`src/dcct_pkg.sv`:
```
package dcct_pkg;
  localparam int CW = 16;
  localparam int NCH = 2;
  localparam int CTRL_W = 11;
  localparam logic [7:0] OFF_CTRL = 8'h00;
  localparam logic [7:0] OFF_TC1 = 8'h04;
  localparam logic [7:0] OFF_TC2 = 8'h08;
  localparam logic [7:0] OFF_CNT = 8'h0C;
  localparam logic [7:0] OFF_CAP = 8'h10;
  localparam logic [7:0] OFF_STAT = 8'h40;
  localparam logic [7:0] OFF_MASK = 8'h44;
  localparam int CB_RUN = 0;
  localparam int CB_CONT = 1;
  localparam int CB_UP = 2;
  localparam int CB_DIREXT = 3;
  localparam int CB_SRCEXT = 4;
  localparam int CB_BIVAL = 5;
  localparam int CB_CAPEN = 6;
  localparam int CB_GATEEN = 7;
  localparam int CB_TRIGEN = 8;
  localparam int CB_LOAD = 9;
  localparam int CB_CASC = 10;
  localparam logic [10:0] CTRL_KEEP = 11'h5FE;
  localparam logic [10:0] CTRL_RST = 11'h000;
  localparam logic [15:0] TC_RST = 16'h0000;
  localparam int STAT_W = 4;
  localparam int SB_ZERO = 0;
  localparam int SB_CAPT = 2;
  localparam logic [3:0] MASK_RST = 4'h0;
  localparam int TICK_DIV = 4;
  localparam logic [1:0] TICK_LAST = 2'(TICK_DIV - 1);
  localparam int PIN_N = 5;
  localparam logic [1:0] RESP_OKAY = 2'h0;
  localparam logic [1:0] RESP_SLVERR = 2'h2;
  typedef enum logic [1:0] {
    ST_IDLE = 2'b00,
    ST_WAIT = 2'b01,
    ST_RUN = 2'b10
  } dcct_state_t;
endpackage

```
`src/dcct_ch_if.sv`:
```
`timescale 1ns/1ns
interface dcct_ch_if;
  logic tick, up, gate, trig, cap;
  logic cont, bival, gate_en, trig_en, cap_en;
  logic start, stop, load;
  logic [15:0] tc1, tc2;
  logic [15:0] cnt, capv;
  logic zero, capev, tout, running;
  modport top (output tick, up, gate, trig, cap, cont, bival, gate_en, trig_en, cap_en,
    start, stop, load, tc1, tc2, input cnt, capv, zero, capev, tout, running);
  modport chan (input tick, up, gate, trig, cap, cont, bival, gate_en, trig_en, cap_en,
    start, stop, load, tc1, tc2, output cnt, capv, zero, capev, tout, running);
endinterface

```
`src/dcct_chan.sv`:
```
`timescale 1ns/1ns
module dcct_chan (
  input wire logic aclk,
  input wire logic aresetn,
  dcct_ch_if.chan ch
);
  dcct_pkg::dcct_state_t state_reg;
  logic sel_reg;
  logic [15:0] cnt_reg, cap_reg;
  logic tout_reg, zero_reg, capev_reg;
  logic counting, hit, reload;
  logic [15:0] step_val, tc_sel;

  // Gate low lets ticks through; with trigger this applies only after RUN
  assign counting = (state_reg == dcct_pkg::ST_RUN) && ch.tick && !(ch.gate_en && ch.gate); // see R11
  assign step_val = ch.up ? cnt_reg + 16'h0001 : cnt_reg - 16'h0001;
  assign reload = counting && (cnt_reg == 16'h0000);
  assign hit = counting && (cnt_reg != 16'h0000) && (step_val == 16'h0000);
  assign tc_sel = sel_reg ? ch.tc2 : ch.tc1;

  always_ff @(posedge aclk) begin
    if (!aresetn) begin
      state_reg <= dcct_pkg::ST_IDLE;
    end else if (ch.stop) begin
      state_reg <= dcct_pkg::ST_IDLE;
    end else if (ch.start) begin
      state_reg <= ch.trig_en ? dcct_pkg::ST_WAIT : dcct_pkg::ST_RUN;
    end else begin
      unique case (state_reg)
        dcct_pkg::ST_IDLE: begin
        end
        dcct_pkg::ST_WAIT: begin
          if (ch.trig) begin
            state_reg <= dcct_pkg::ST_RUN;
          end
        end
        dcct_pkg::ST_RUN: begin
          if (hit && !ch.cont) begin
            state_reg <= dcct_pkg::ST_IDLE; // see R6
          end
        end
        default: state_reg <= dcct_pkg::ST_IDLE;
      endcase
    end
  end

  // A zero count reloads on the next tick, so every down-count period is the constant plus one
  always_ff @(posedge aclk) begin
    if (!aresetn) begin
      cnt_reg <= dcct_pkg::TC_RST;
      sel_reg <= 1'b0;
    end else if (ch.load) begin
      cnt_reg <= ch.tc1;
      sel_reg <= ch.bival;
    end else if (reload) begin
      cnt_reg <= tc_sel; // see R7
      sel_reg <= ch.bival ? !sel_reg : 1'b0;
    end else if (counting) begin
      cnt_reg <= step_val;
    end
  end

  always_ff @(posedge aclk) begin
    if (!aresetn) begin
      zero_reg <= 1'b0;
      tout_reg <= 1'b0;
    end else begin
      zero_reg <= hit;
      tout_reg <= tout_reg ^ hit;
    end
  end

  always_ff @(posedge aclk) begin
    if (!aresetn) begin
      cap_reg <= dcct_pkg::TC_RST;
      capev_reg <= 1'b0;
    end else begin
      capev_reg <= ch.cap && ch.cap_en;
      if (ch.cap && ch.cap_en) begin
        cap_reg <= cnt_reg;
      end
    end
  end

  assign ch.cnt = cnt_reg;
  assign ch.capv = cap_reg;
  assign ch.zero = zero_reg;
  assign ch.capev = capev_reg;
  assign ch.tout = tout_reg;
  assign ch.running = state_reg != dcct_pkg::ST_IDLE;

  AST_SINGLE_STOP: assert property (@(posedge aclk) disable iff (!aresetn)
    (hit && !ch.cont && !ch.start) |=> (state_reg == dcct_pkg::ST_IDLE) && zero_reg)
    else $error("single cycle did not stop at zero");
  AST_RELOAD: assert property (@(posedge aclk) disable iff (!aresetn)
    (reload && !ch.load) |=> cnt_reg == $past(tc_sel))
    else $error("zero count not reloaded from selected constant");
  AST_BIVAL_ALT: assert property (@(posedge aclk) disable iff (!aresetn)
    (reload && ch.bival && !ch.load) |=> sel_reg != $past(sel_reg))
    else $error("bi-value constants did not alternate");
  AST_GATE_HOLD: assert property (@(posedge aclk) disable iff (!aresetn)
    (ch.gate_en && ch.gate && !ch.load) |=> $stable(cnt_reg))
    else $error("count moved while gate high");
  AST_TRIG_WAIT: assert property (@(posedge aclk) disable iff (!aresetn)
    (state_reg == dcct_pkg::ST_WAIT && !ch.trig && !ch.stop && !ch.start) |=> state_reg == dcct_pkg::ST_WAIT)
    else $error("left trigger wait without trigger");
  AST_TOUT: assert property (@(posedge aclk) disable iff (!aresetn)
    hit |=> tout_reg != $past(tout_reg))
    else $error("output did not toggle at zero");
  AST_CAPT: assert property (@(posedge aclk) disable iff (!aresetn)
    (ch.cap && ch.cap_en) |=> capev_reg && cap_reg == $past(cnt_reg))
    else $error("capture value wrong");
endmodule // dcct_chan

```
`src/dcct_top.sv`:
```
// The register addresses and the AXI4-Lite register port were decided locally.
`timescale 1ns/1ns
// Operation
// Two independent programmable 16-bit counter/timers
// Cascade joins both into one 32-bit counter
// Internal tick is clock divided by four
// External event input may drive counting
// Up/down by software bit or pin
// Single-cycle or continuous run mode
// Bi-value mode alternates two reload constants
// Output toggles, duty set by constants
// Capture latches count on external event
// Interrupt request whenever count reaches zero
// Gate option counts only while gate low
// Trigger option waits for high pulse
// Gate plus trigger: trigger then gate
// Continuous reloads at zero, single stops
// Software loads, starts, stops, reads count
module dcct_top (
  input wire logic aclk,
  input wire logic aresetn,
  input wire logic [7:0] awaddr,
  input wire logic awvalid,
  output logic awready,
  input wire logic [31:0] wdata,
  input wire logic [3:0] wstrb,
  input wire logic wvalid,
  output logic wready,
  output logic [1:0] bresp,
  output logic bvalid,
  input wire logic bready,
  input wire logic [7:0] araddr,
  input wire logic arvalid,
  output logic arready,
  output logic [31:0] rdata,
  output logic [1:0] rresp,
  output logic rvalid,
  input wire logic rready,
  input wire logic [1:0] evt_cnt_in,
  input wire logic [1:0] evt_dir_in,
  input wire logic [1:0] gate_in,
  input wire logic [1:0] trig_in,
  input wire logic [1:0] capt_in,
  output logic [1:0] tout,
  output logic irq
);
  localparam int PW = dcct_pkg::PIN_N * dcct_pkg::NCH;

  logic awready_reg, wready_reg, bvalid_reg, arready_reg, rvalid_reg;
  logic [1:0] bresp_reg, rresp_reg;
  logic [31:0] rdata_reg;
  logic [10:0] ctrl_reg [2];
  logic [15:0] tc1_reg [2];
  logic [15:0] tc2_reg [2];
  logic [1:0] start_reg, stop_reg, load_reg;
  logic [3:0] stat_reg, mask_reg;
  logic irq_reg;
  logic [1:0] tout_reg;
  logic [1:0] tick_cnt_reg;
  logic tick4_reg;
  logic [PW-1:0] pin_s1_reg, pin_s2_reg, pin_s3_reg;
  logic [PW-1:0] pin_rise;
  logic [15:0] cnt_w [2];
  logic [15:0] capv_w [2];
  logic [1:0] zero_w, capev_w, tout_w, run_w, tick_w;
  logic wr_en, rd_en, w_ok, r_ok;
  logic [7:0] w_off, r_off;
  logic [31:0] ctrl_wm [2];
  logic [31:0] tc1_wm [2];
  logic [31:0] tc2_wm [2];
  logic [31:0] rd_val;
  logic [3:0] stat_clr, ev_w;

  function automatic logic [31:0] merge(input logic [31:0] old, input logic [31:0] nw, input logic [3:0] be);
    logic [31:0] r;
    r = old;
    for (int b = 0; b < 4; b++) begin
      if (be[b]) begin
        r[8*b +: 8] = nw[8*b +: 8];
      end
    end
    return r;
  endfunction

  // Pins: two flops, then a third stage for edge detect off the clean copy
  always_ff @(posedge aclk) begin
    if (!aresetn) begin
      pin_s1_reg <= '0;
      pin_s2_reg <= '0;
      pin_s3_reg <= '0;
    end else begin
      pin_s1_reg <= {capt_in, trig_in, gate_in, evt_dir_in, evt_cnt_in};
      pin_s2_reg <= pin_s1_reg;
      pin_s3_reg <= pin_s2_reg;
    end
  end
  assign pin_rise = pin_s2_reg & ~pin_s3_reg;

  always_ff @(posedge aclk) begin
    if (!aresetn) begin
      tick_cnt_reg <= 2'h0;
      tick4_reg <= 1'b0;
    end else begin
      tick_cnt_reg <= tick_cnt_reg + 2'h1;
      tick4_reg <= tick_cnt_reg == dcct_pkg::TICK_LAST;
    end
  end

  // AXI4-Lite write: both channels must be offered before the word is taken
  assign w_off = {3'h0, awaddr[4:0]};
  assign r_off = {3'h0, araddr[4:0]};
  assign wr_en = awready_reg && awvalid && wvalid;
  assign rd_en = arready_reg && arvalid;
  assign w_ok = (awaddr[7:6] == 2'h0) ? (w_off inside {dcct_pkg::OFF_CTRL, dcct_pkg::OFF_TC1,
    dcct_pkg::OFF_TC2, dcct_pkg::OFF_CNT, dcct_pkg::OFF_CAP})
    : (awaddr == dcct_pkg::OFF_STAT || awaddr == dcct_pkg::OFF_MASK);

  always_ff @(posedge aclk) begin
    if (!aresetn) begin
      awready_reg <= 1'b0;
      wready_reg <= 1'b0;
      bvalid_reg <= 1'b0;
      bresp_reg <= dcct_pkg::RESP_OKAY;
    end else begin
      awready_reg <= awvalid && wvalid && !awready_reg && !bvalid_reg;
      wready_reg <= awvalid && wvalid && !awready_reg && !bvalid_reg;
      if (wr_en) begin
        bvalid_reg <= 1'b1;
        bresp_reg <= w_ok ? dcct_pkg::RESP_OKAY : dcct_pkg::RESP_SLVERR;
      end else if (bready) begin
        bvalid_reg <= 1'b0;
      end
    end
  end

  always_comb begin
    for (int i = 0; i < 2; i++) begin
      ctrl_wm[i] = merge({21'h0, ctrl_reg[i]}, wdata, wstrb);
      tc1_wm[i] = merge({16'h0, tc1_reg[i]}, wdata, wstrb);
      tc2_wm[i] = merge({16'h0, tc2_reg[i]}, wdata, wstrb);
    end
  end

  // Any CTRL write with RUN clear also stops the channel
  always_ff @(posedge aclk) begin
    for (int i = 0; i < 2; i++) begin
      if (!aresetn) begin
        ctrl_reg[i] <= dcct_pkg::CTRL_RST;
        tc1_reg[i] <= dcct_pkg::TC_RST;
        tc2_reg[i] <= dcct_pkg::TC_RST;
        start_reg[i] <= 1'b0;
        stop_reg[i] <= 1'b0;
        load_reg[i] <= 1'b0;
      end else begin
        start_reg[i] <= 1'b0;
        stop_reg[i] <= 1'b0;
        load_reg[i] <= 1'b0;
        if (wr_en && awaddr[7:6] == 2'h0 && awaddr[5] == 1'(i)) begin
          if (w_off == dcct_pkg::OFF_CTRL) begin
            ctrl_reg[i] <= ctrl_wm[i][10:0] & dcct_pkg::CTRL_KEEP;
            start_reg[i] <= ctrl_wm[i][dcct_pkg::CB_RUN];
            stop_reg[i] <= !ctrl_wm[i][dcct_pkg::CB_RUN];
            load_reg[i] <= ctrl_wm[i][dcct_pkg::CB_LOAD];
          end
          if (w_off == dcct_pkg::OFF_TC1) begin
            tc1_reg[i] <= tc1_wm[i][15:0];
          end
          if (w_off == dcct_pkg::OFF_TC2) begin
            tc2_reg[i] <= tc2_wm[i][15:0];
          end
        end
      end
    end
  end

  // Read side
  always_comb begin
    rd_val = 32'h0000_0000;
    r_ok = 1'b1;
    if (araddr[7:6] == 2'h0) begin
      case (r_off)
        dcct_pkg::OFF_CTRL: rd_val = {21'h0, ctrl_reg[araddr[5]][10:1], run_w[araddr[5]]};
        dcct_pkg::OFF_TC1: rd_val = {16'h0, tc1_reg[araddr[5]]};
        dcct_pkg::OFF_TC2: rd_val = {16'h0, tc2_reg[araddr[5]]};
        dcct_pkg::OFF_CNT: rd_val = {16'h0, cnt_w[araddr[5]]};
        dcct_pkg::OFF_CAP: rd_val = {16'h0, capv_w[araddr[5]]};
        default: r_ok = 1'b0;
      endcase
    end else if (araddr == dcct_pkg::OFF_STAT) begin
      rd_val = {28'h0, stat_reg};
    end else if (araddr == dcct_pkg::OFF_MASK) begin
      rd_val = {28'h0, mask_reg};
    end else begin
      r_ok = 1'b0;
    end
  end

  always_ff @(posedge aclk) begin
    if (!aresetn) begin
      arready_reg <= 1'b0;
      rvalid_reg <= 1'b0;
      rdata_reg <= 32'h0000_0000;
      rresp_reg <= dcct_pkg::RESP_OKAY;
    end else begin
      arready_reg <= arvalid && !arready_reg && !rvalid_reg;
      if (rd_en) begin
        rvalid_reg <= 1'b1;
        rdata_reg <= rd_val;
        rresp_reg <= r_ok ? dcct_pkg::RESP_OKAY : dcct_pkg::RESP_SLVERR;
      end else if (rready) begin
        rvalid_reg <= 1'b0;
      end
    end
  end

  // Interrupts: a new event in the clearing cycle stays set
  assign ev_w = {capev_w, zero_w};
  assign stat_clr = (wr_en && awaddr == dcct_pkg::OFF_STAT && wstrb[0]) ? wdata[3:0] : 4'h0;
  always_ff @(posedge aclk) begin
    if (!aresetn) begin
      stat_reg <= 4'h0;
      mask_reg <= dcct_pkg::MASK_RST;
      irq_reg <= 1'b0;
    end else begin
      stat_reg <= (stat_reg & ~stat_clr) | ev_w;
      if (wr_en && awaddr == dcct_pkg::OFF_MASK && wstrb[0]) begin
        mask_reg <= wdata[3:0];
      end
      irq_reg <= |(stat_reg & mask_reg);
    end
  end

  always_ff @(posedge aclk) begin
    if (!aresetn) begin
      tout_reg <= 2'h0;
    end else begin
      tout_reg <= tout_w;
    end
  end

  genvar gi;
  generate
    for (gi = 0; gi < 2; gi++) begin : g_ch
      dcct_ch_if cif ();
      logic own_tick;
      // Channel 1 takes ch0 zero crossings as its tick when cascaded
      assign own_tick = ctrl_reg[gi][dcct_pkg::CB_SRCEXT] ? pin_rise[gi] : tick4_reg; // see R3
      if (gi == 1) begin : g_casc
        assign tick_w[gi] = ctrl_reg[0][dcct_pkg::CB_CASC] ? zero_w[0] : own_tick;
      end else begin : g_solo
        assign tick_w[gi] = own_tick;
      end
      assign cif.tick = tick_w[gi];
      assign cif.up = ctrl_reg[gi][dcct_pkg::CB_DIREXT] ? pin_s2_reg[2+gi] : ctrl_reg[gi][dcct_pkg::CB_UP];
      assign cif.gate = pin_s2_reg[4+gi];
      assign cif.trig = pin_rise[6+gi];
      assign cif.cap = pin_rise[8+gi];
      assign cif.cont = ctrl_reg[gi][dcct_pkg::CB_CONT];
      assign cif.bival = ctrl_reg[gi][dcct_pkg::CB_BIVAL];
      assign cif.gate_en = ctrl_reg[gi][dcct_pkg::CB_GATEEN];
      assign cif.trig_en = ctrl_reg[gi][dcct_pkg::CB_TRIGEN];
      assign cif.cap_en = ctrl_reg[gi][dcct_pkg::CB_CAPEN];
      assign cif.start = start_reg[gi];
      assign cif.stop = stop_reg[gi];
      assign cif.load = load_reg[gi];
      assign cif.tc1 = tc1_reg[gi];
      assign cif.tc2 = tc2_reg[gi];
      assign cnt_w[gi] = cif.cnt;
      assign capv_w[gi] = cif.capv;
      assign zero_w[gi] = cif.zero;
      assign capev_w[gi] = cif.capev;
      assign tout_w[gi] = cif.tout;
      assign run_w[gi] = cif.running;
      dcct_chan u_chan (
        .aclk(aclk),
        .aresetn(aresetn),
        .ch(cif.chan)
      );
    end
  endgenerate

  assign awready = awready_reg;
  assign wready = wready_reg;
  assign bvalid = bvalid_reg;
  assign bresp = bresp_reg;
  assign arready = arready_reg;
  assign rvalid = rvalid_reg;
  assign rdata = rdata_reg;
  assign rresp = rresp_reg;
  assign irq = irq_reg;
  assign tout = tout_reg;

  AST_PRESC: assert property (@(posedge aclk) disable iff (!aresetn)
    tick4_reg |=> !tick4_reg [*3] ##1 tick4_reg)
    else $error("internal tick not every fourth cycle");
  AST_CASC: assert property (@(posedge aclk) disable iff (!aresetn)
    (ctrl_reg[0][dcct_pkg::CB_CASC] && zero_w[0]) |-> tick_w[1])
    else $error("cascade carry lost");
  AST_ZERO_IRQ: assert property (@(posedge aclk) disable iff (!aresetn)
    (zero_w[0] && mask_reg[dcct_pkg::SB_ZERO]) |=> stat_reg[dcct_pkg::SB_ZERO] ##1 irq_reg)
    else $error("zero event did not raise interrupt");
endmodule // dcct_top

```
`config.mk`:
```
export PLATFORM = sky130hd
export DESIGN_NAME = dcct_top
export DESIGN_NICKNAME = d
export VERILOG_FILES = /design/src/dcct_pkg.sv /design/src/dcct_ch_if.sv /design/src/dcct_chan.sv /design/src/dcct_top.sv
export SDC_FILE = /design/constraint.sdc
export NUM_CORES = 1
export LEC_CHECK = 0
export ABC_AREA = 1
export BUFFER_PORTS_ARGS = -buffer_cell sky130_fd_sc_hd__buf_2
export CORE_MARGIN = 10
export CORE_UTILIZATION = 60
export CTS_CLUSTER_SIZE = 14
export DETAILED_ROUTE_END_ITERATION = 16
export PLACE_DENSITY = 0.91
export SYNTH_ARGS = -nofsm -noshare
export SYNTH_HDL_FRONTEND = slang
export SYNTH_HIERARCHICAL = 1
export SYNTH_SLANG_ARGS = --single-unit
```
`constraint.sdc`:
```
create_clock -name aclk -period 3.5 [get_ports aclk]
set_clock_uncertainty 0.05 [all_clocks]
set_input_delay 0.175 -clock aclk [delete_from_list [all_inputs] [get_ports aclk]]
set_output_delay 0.175 -clock aclk [all_outputs]
set_load 0.01 [all_outputs]
```
==> results of run 1 <==
-- logic make-up (layout without fill, tap and decap cells) --
kind of cell / after synthesis / in the layout / share of synthesized area
DFF: 226 / 226 / 0.412
xor gates and xnor gates: 5 / 5 / 0.00338
muxes: 1 / 1 / 0.000868
and+or+nand+nor: 1069 / 1069 / 0.341
AOI/OAI and AO/OA: 247 / 247 / 0.111
adders and majority gates: 33 / 33 / 0.0330
other: 1 / 18 / 0.000289
buffers and inverters: 308 / 391 / 0.0981
-- layer usage --
| metal | up-vias | global-route usage |
|---|---|---|
| li1 | 6177 | - |
| met1 | 6028 | 0.337 |
| met2 | 872 | 0.458 |
| met3 | 187 | 0.0546 |
| met4 | 0 | 0.168 |
| met5 | - | 0 |
-- cell usage after synthesis (7+ instances only) --
cell type	n	area, um^2
clkbuf_1	30	113
buf_2	28	140
o211ai_1	22	165
nand2_2	22	138
nand2_1	617	2320
edfxtp_1	82	2460
buf_4	22	165
o21ai_0	64	320
nand3_2	8	80.1
dfxtp_1	144	2880
a21oi_1	75	375
inv_1	203	762
ha_1	31	388
o21bai_1	12	90.1
a31oi_1	39	244
nor2_1	258	968
inv_2	21	78.8
nor2_2	7	43.8
o21ai_1	7	35.0
nand3_1	123	616
nand4_1	7	43.8
-- worst max-delay path: stages (launching register included) --
cell,delay [ns]
edfxtp_1,0.40
nand2_1,0.07
o21ai_0,0.08
buf_4,0.17
inv_1,0.39
ha_1,0.39
nand2_1,0.11
nand3_1,0.13
nand2_1,0.11
nand2_1,0.08
nand2_1,0.07
nand2_1,0.13
nor2_1,0.16
nand2_1,0.09
nor2_2,0.11
nand4_1,0.24
nand2_1,0.20
a21oi_2,0.06
-- stage by stage --
stage                     std cells  power, mW  instance area [um^2]
after CTS                      2265       5.71                 14500
final                          2265       5.73                 14500
after global routing           2265       5.88                 14500
after floorplan                1907       3.19                 13000
after global placement         2193       3.31                 13500
after detailed placement       2193       3.33                 13500
-- power by group --
part	internal [mW]	switching, mW	total, mW
registers	2.79	0.0468	2.83
clock network	1.37	1.04	2.41
logic	0.148	0.344	0.492
-- final cells by class --
type / count / area (um^2)
multi-input cells: 1373 / 6420
repair buffers: 123 / 808
flip-flops and latches: 226 / 5350
well taps: 275 / 344
clock inverters: 11 / 118
clock buffers: 31 / 606
fillers: 1717 / 6660
inverters: 226 / 848
-- cells in the final DEF (no fill, tap or decap), types with 12 or more instances in the layout --
| cell type | netlist | routed |
|---|---|---|
| dlygate4sd3_1 | 0 | 30 |
| a21oi_1 | 75 | 75 |
| clkbuf_16 | 0 | 23 |
| nand2_2 | 22 | 22 |
| nor2_1 | 258 | 258 |
| a31oi_1 | 39 | 39 |
| nand3_1 | 123 | 123 |
| inv_1 | 203 | 203 |
| inv_2 | 21 | 21 |
| o21bai_1 | 12 | 12 |
| edfxtp_1 | 82 | 82 |
| ha_1 | 31 | 31 |
| conb_1 | 1 | 18 |
| o21ai_0 | 64 | 64 |
| nand2_1 | 617 | 617 |
| buf_4 | 22 | 17 |
| o211ai_1 | 22 | 22 |
| buf_2 | 28 | 76 |
| dfxtp_1 | 144 | 144 |
-- worst max-delay path by stage --
stage	to	slack [ns]	cells past startpoint	startpoint
finish	g_ch[0].u_chan/state_reg[1]	0.32	17	ctrl_reg[0][2]
global route	g_ch[0].u_chan/state_reg[1]	0.10	17	ctrl_reg[0][2]
CTS	g_ch[0].u_chan/state_reg[1]	0.41	17	ctrl_reg[0][2]
detailed placement	g_ch[0].u_chan/state_reg[1]	0.43	17	ctrl_reg[0][2]
global placement	g_ch[0].u_chan/state_reg[1]	0.52	17	ctrl_reg[0][2]
floorplan	g_ch[0].u_chan/state_reg[1]	0.86	15	ctrl_reg[0][2]
-- what timing repair did --
item / 4_1_cts / 5_1_grt
buffers inserted: 0 / 0
endpoints found under the hold margin: 36 / 0
endpoints found under the setup margin: 0 / 0
hold buffers: 30 / 0
resized for setup: 0 / 0
==> key figures, run 1 <==
Route
  – Antenna Nets Post-Route: 0
  – First-pass DRT Iterations: 7
  – Routed len/inst: 18.3 um
  – DR vias: 13300
  – Residual DRC: 0
  – Vias per cell: 5.86
  – M1 wire length: 15400 um
  – Top layer used by detailed routing: met4
  – DR WL met2: 19100 um
  – Routed WL: 41500 um
  – Met3 wire length: 4470 um
  – 1st-iter DRT viols: 1849

STA
  – Final period util: 0.908
  – Setup TNS: 0 ns
  – Hold Vio Cnt, Final: 0
  – Fin crit period: 3.18 ns
  – Final setup fails: 0
  – Smallest setup slack after layout: 0.322 ns
  – Worst Max-Slew Pin Slew: 1.01 ns
  – RSZ-0062 raised after global routing: false
  – Hold slack: 0.0331 ns
  – Fmax: 315 MHz
  – Fin. max-slew vios: 0
  – Relative slew slack: 0.327

Yosys
  – EDFF count, synth: 82
  – Cell Area, Synth: 0.0130 mm^2
  – Seq/Total Area, Yosys: 0.412
  – Mapped Cells: 1890
  – Total number of yosys warnings: 6
  – Main synth FF type: dfxtp_1
  – Avg Cell Area, Syn: 6.87 um^2
  – Yosys reg bits: 226
  – Asr flop ratio synth: 0
  – Synth cell types: 46

Pwr
  – P per Cell Area: 396 mW/mm^2
  – Worst IR Drop VDD: 0.422 mV
  – Leakage: 7.01 nW

Cells and area
  – N_diodes: 0
  – NumNets Final: 2075
  – Area delta synth->final: 11.7%
  – Final Util: 0.685
  – Share of cells above drive strength 1: 0.102

Die
  – CORE AREA: 0.0212 mm^2
  – Die Ht: 167 um
  – Initial Util: 0.613
  – IO Pins: 113
  – Die area: 0.0279 mm^2
  – Die width: 167 um
  – FP Rows: 53

Clock tree
  – Clock Latency Late Sink: 0.54 ns
  – TritonCTS Sinks: 226
  – Maximum clock insertion buffer count: 3
  – Clk pin slew, worst setup/hold paths: 0.06 ns
  – CTS buffer count: 23
  – CTS tree: yes
  – Root Buffer: clkbuf_16
  – CTS H-tree depth: 1

GRT
  – Tot GR Track Use: 0.281
  – Global route overflow: 0
  – First-pass GRT wire length: 64800 um
  – Number of global-route vias before repair: 12600
  – Initial antenna violation count: 0
  – Largest net degree at the start of global routing: 77

Hold path
  – Hold Crit Depth: 3
  – Worst hold endpoint: tc1_reg[1][8]
  – Class of the worst hold path: input pin to register
  – Beginning of the worst hold path: wdata[8]

Worst setup path
  – Reg2reg end: g_ch[0].u_chan/state_reg[1]
  – R2R Setup Slk: 0.32 ns
  – Worst EP arrival: 3.56 ns
  – CP Class: register to register
  – Crit Path Max Fanout: 14
  – R2R cell count: 17
  – CP startpoint kind: register
  – Req. time, crit path: 3.88 ns
  – R2R Path Start: ctrl_reg[0][2]
  – CP Capture Type: register

Placement
  – Setup Slack @ Placement: 0.427 ns
  – PortBufs: 76
  – Detailed-placement wirelength estimate: 29600 um
  – Gpl congestion: 1.03

Run status
  – Outcome: completed

Run
  – Max-cap violations: 0
No activity file was read; power rests on OpenSTA's default activity.
==> run 2: changes to the inputs <==
Settings changed: CORE_UTILIZATION 60 to 42, PLACE_DENSITY 0.91 to 0.71.
==> key figures, run 2 (synthesis gave the netlist of run 1 again) <==
Worst setup path
  – Crit-path cells: o21ai_1 > inv_2 > ha_1 > nand2_2 > inv_1 > a21oi_2 > nand2_2 > nand2_1 > nand2_1 > nand2_1 > nand2_2 > nor2_1 > nand4_1 > nand2_1 > a21oi_2
  – R2R Setup Slk: 0.31 ns (about the same)
  – Worst path bufs/invs: 2 (unchanged)
  – Crit Path Max Fanout: 14 (unchanged)
  – Req. time, crit path: 3.86 ns (-0.02 ns)
  – CP peak stage delay: 0.44 ns (+0.04 ns)
  – CP most frequent cell: nand2_1
  – Dominant delay contributor by cell family on the critical path: simple AND/OR/NAND/NOR gates
  – Critical Path Slowest Stage Cell: ha_1
  – CP Class: register to register
  – Worst EP arrival: 3.55 ns (about the same)
  – CP startpoint kind: register
  – CP Capture Type: register

Cells and area
  – Final Util: 0.481 (-0.204)
  – Post-route cell area: 0.0147 mm^2 (+1.2%)
  – NumNets Final: 2076 (+0.048%)
  – N_diodes: 0 (unchanged)
  – Most common cell after layout, fill and taps aside: nand2_1
  – Area delta synth->final: 13.0%
  – Share of cells above drive strength 1: 0.102 (+0.000400)
  – Most frequent cells in the layout: 617 x nand2_1, 258 x nor2_1, 202 x inv_1

Clock tree
  – Clk pin slew, worst setup/hold paths: 0.06 ns (about the same)
  – Root Buffer: clkbuf_16
  – Maximum clock insertion buffer count: 3 (unchanged)
  – Post-CTS Setup Inserts: 0 (unchanged)
  – TritonCTS Sinks: 226 (unchanged)
  – Clock Latency Late Sink: 0.53 ns (about the same)
  – CTS buffer count: 24 (+4.3%)
  – CTS H-tree depth: 1 (unchanged)
  – CTS tree: yes

Route
  – Routed len/inst: 17.2 um (-6.3%)
  – DR WL met2: 18900 um (-0.82%)
  – M1 wire length: 17200 um (+12%)
  – Met3 wire length: 3300 um (-26%)
  – First-pass DRT Iterations: 6 (-1)
  – Routed WL: 41000 um (-1.2%)
  – DR vias: 12600 (-5.1%)
  – Vias per cell: 5.27 (-10%)
  – Top layer used by detailed routing: met4
  – Antenna Nets Post-Route: 0 (unchanged)
  – 1st-iter DRT viols: 1218 (-34%)
  – Residual DRC: 0 (unchanged)

Die
  – CORE AREA: 0.0305 mm^2 (+44%)
  – Die area: 0.0383 mm^2 (+37%)
  – Die width: 196 um (+17%)
  – Initial Util: 0.425 (-0.188)
  – FP Rows: 64 (+21%)
  – IO Pins: 113 (unchanged)
  – Die Ht: 196 um (+17%)

Placement
  – Gpl congestion: 0.985 (-4.5%)
  – Placed Area: 0.0136 mm^2 (+1.2%)
  – Detailed-placement wirelength estimate: 31000 um (+4.7%)
  – PortBufs: 76 (unchanged)

GRT
  – First-pass GRT wire length: 65300 um (+0.77%)
  – Largest net degree at the start of global routing: 77 (unchanged)
  – Initial antenna violation count: 0 (unchanged)
  – Global route overflow: 0 (unchanged)
  – Number of global-route vias before repair: 12400 (-1.9%)
  – Tot GR Track Use: 0.208 (-0.0726)

STA
  – Relative slew slack: 0.345 (+0.0175)
  – Fin crit period: 3.19 ns (+0.00934 ns)
  – Fin. max-slew vios: 0 (unchanged)
  – Final setup fails: 0 (unchanged)
  – Setup TNS: 0 ns (unchanged)
  – Hold Vio Cnt, Final: 0 (unchanged)
  – RSZ-0062 raised after global routing: false
  – Worst Max-Slew Pin Slew: 0.979 ns (-0.0262 ns)
  – Fmax: 314 MHz (-0.29%)
  – Final period util: 0.911 (+0.00267)

Pwr
  – P per Cell Area: 394 mW/mm^2 (-0.31%)
  – Switching power share of the total: 0.246 (-0.00286)
  – Seq pwr share: 0.489 (-0.005)
  – Cell internal pwr: 4.36 mW (+1.3%)
  – Worst IR Drop VDD: 0.422 mV (-0.19%)
  – Sw Pwr: 1.43 mW (-0.25%)
  – Clock power share: 0.427 (+0.007)
  – Leakage: 7.01 nW (about the same)
  – Combinational Power Share: 0.084 (-0.002)

Hold path
  – Class of the worst hold path: input pin to register

Run status
  – Outcome: completed

Run
  – Max-cap violations: 0 (unchanged)
[run 2: final timing paths]
check                      start                          end  cells past startpoint
setup / recovery  ctrl_reg[0][2]  g_ch[0].u_chan/state_reg[1]                     15
hold reg to reg    pin_s1_reg[5]                pin_s2_reg[5]                      2
hold / removal         wdata[13]               tc2_reg[0][13]                      3
setup reg to reg  ctrl_reg[0][2]  g_ch[0].u_chan/state_reg[1]                     15
[run 2: layer usage]
layer / vias up / global-route usage
met3: 81 / 0.0341
li1: 6176 / -
met5: - / 0
met1: 5786 / 0.266
met2: 542 / 0.343
met4: 0 / 0.0840
[run 2: power groups by stage]
stage	Sequential [mW]	Clock [mW]	Combinational, mW
floorplan	2.87	0	0.317
global placement	2.88	0	0.444
detailed placement	2.89	0	0.452
CTS	2.83	2.49	0.477
global route	2.84	2.59	0.542
finish	2.83	2.47	0.484
[run 2: timing repair]
item                                    CTS  global route
endpoints found under the setup margin    0             1
resized for setup                         0             2
hold endpoints to repair                 35             0
hold buffers                             28             0
[run 2: worst register-to-register path, stage by stage, from the launching register on]
cell and delay (ns):
edfxtp_1 0.41, o21ai_1 0.40, inv_2 0.26, ha_1 0.44
nand2_2 0.13, inv_1 0.05, a21oi_2 0.16, nand2_2 0.10
nand2_1 0.10, nand2_1 0.06, nand2_1 0.07, nand2_2 0.11
nor2_1 0.18, nand4_1 0.30, nand2_1 0.19, a21oi_2 0.07
[run 2: area by class of cell]
| cell class | count | area, um^2 |
|---|---|---|
| sequential | 226 | 5350 |
| timing repair buffer | 123 | 803 |
| fill | 3027 | 15800 |
| inverter | 226 | 848 |
| multi-input combinational | 1373 | 6420 |
| clock buffer | 38 | 693 |
| tap | 396 | 495 |
| clock inverter | 6 | 61.3 |
[run 2: metrics by stage]
step                      setup WS [ns]  instances  power (mW)  hold WS, ns
final                             0.312       2388        5.79       0.0148
after global placement            0.187       2316        3.33        0.307
after detailed placement          0.106       2316        3.34        0.311
after global routing             0.0931       2388        5.97       0.0227
after floorplan                   0.857       1907        3.19        0.223
after CTS                        0.0926       2388        5.80       0.0165
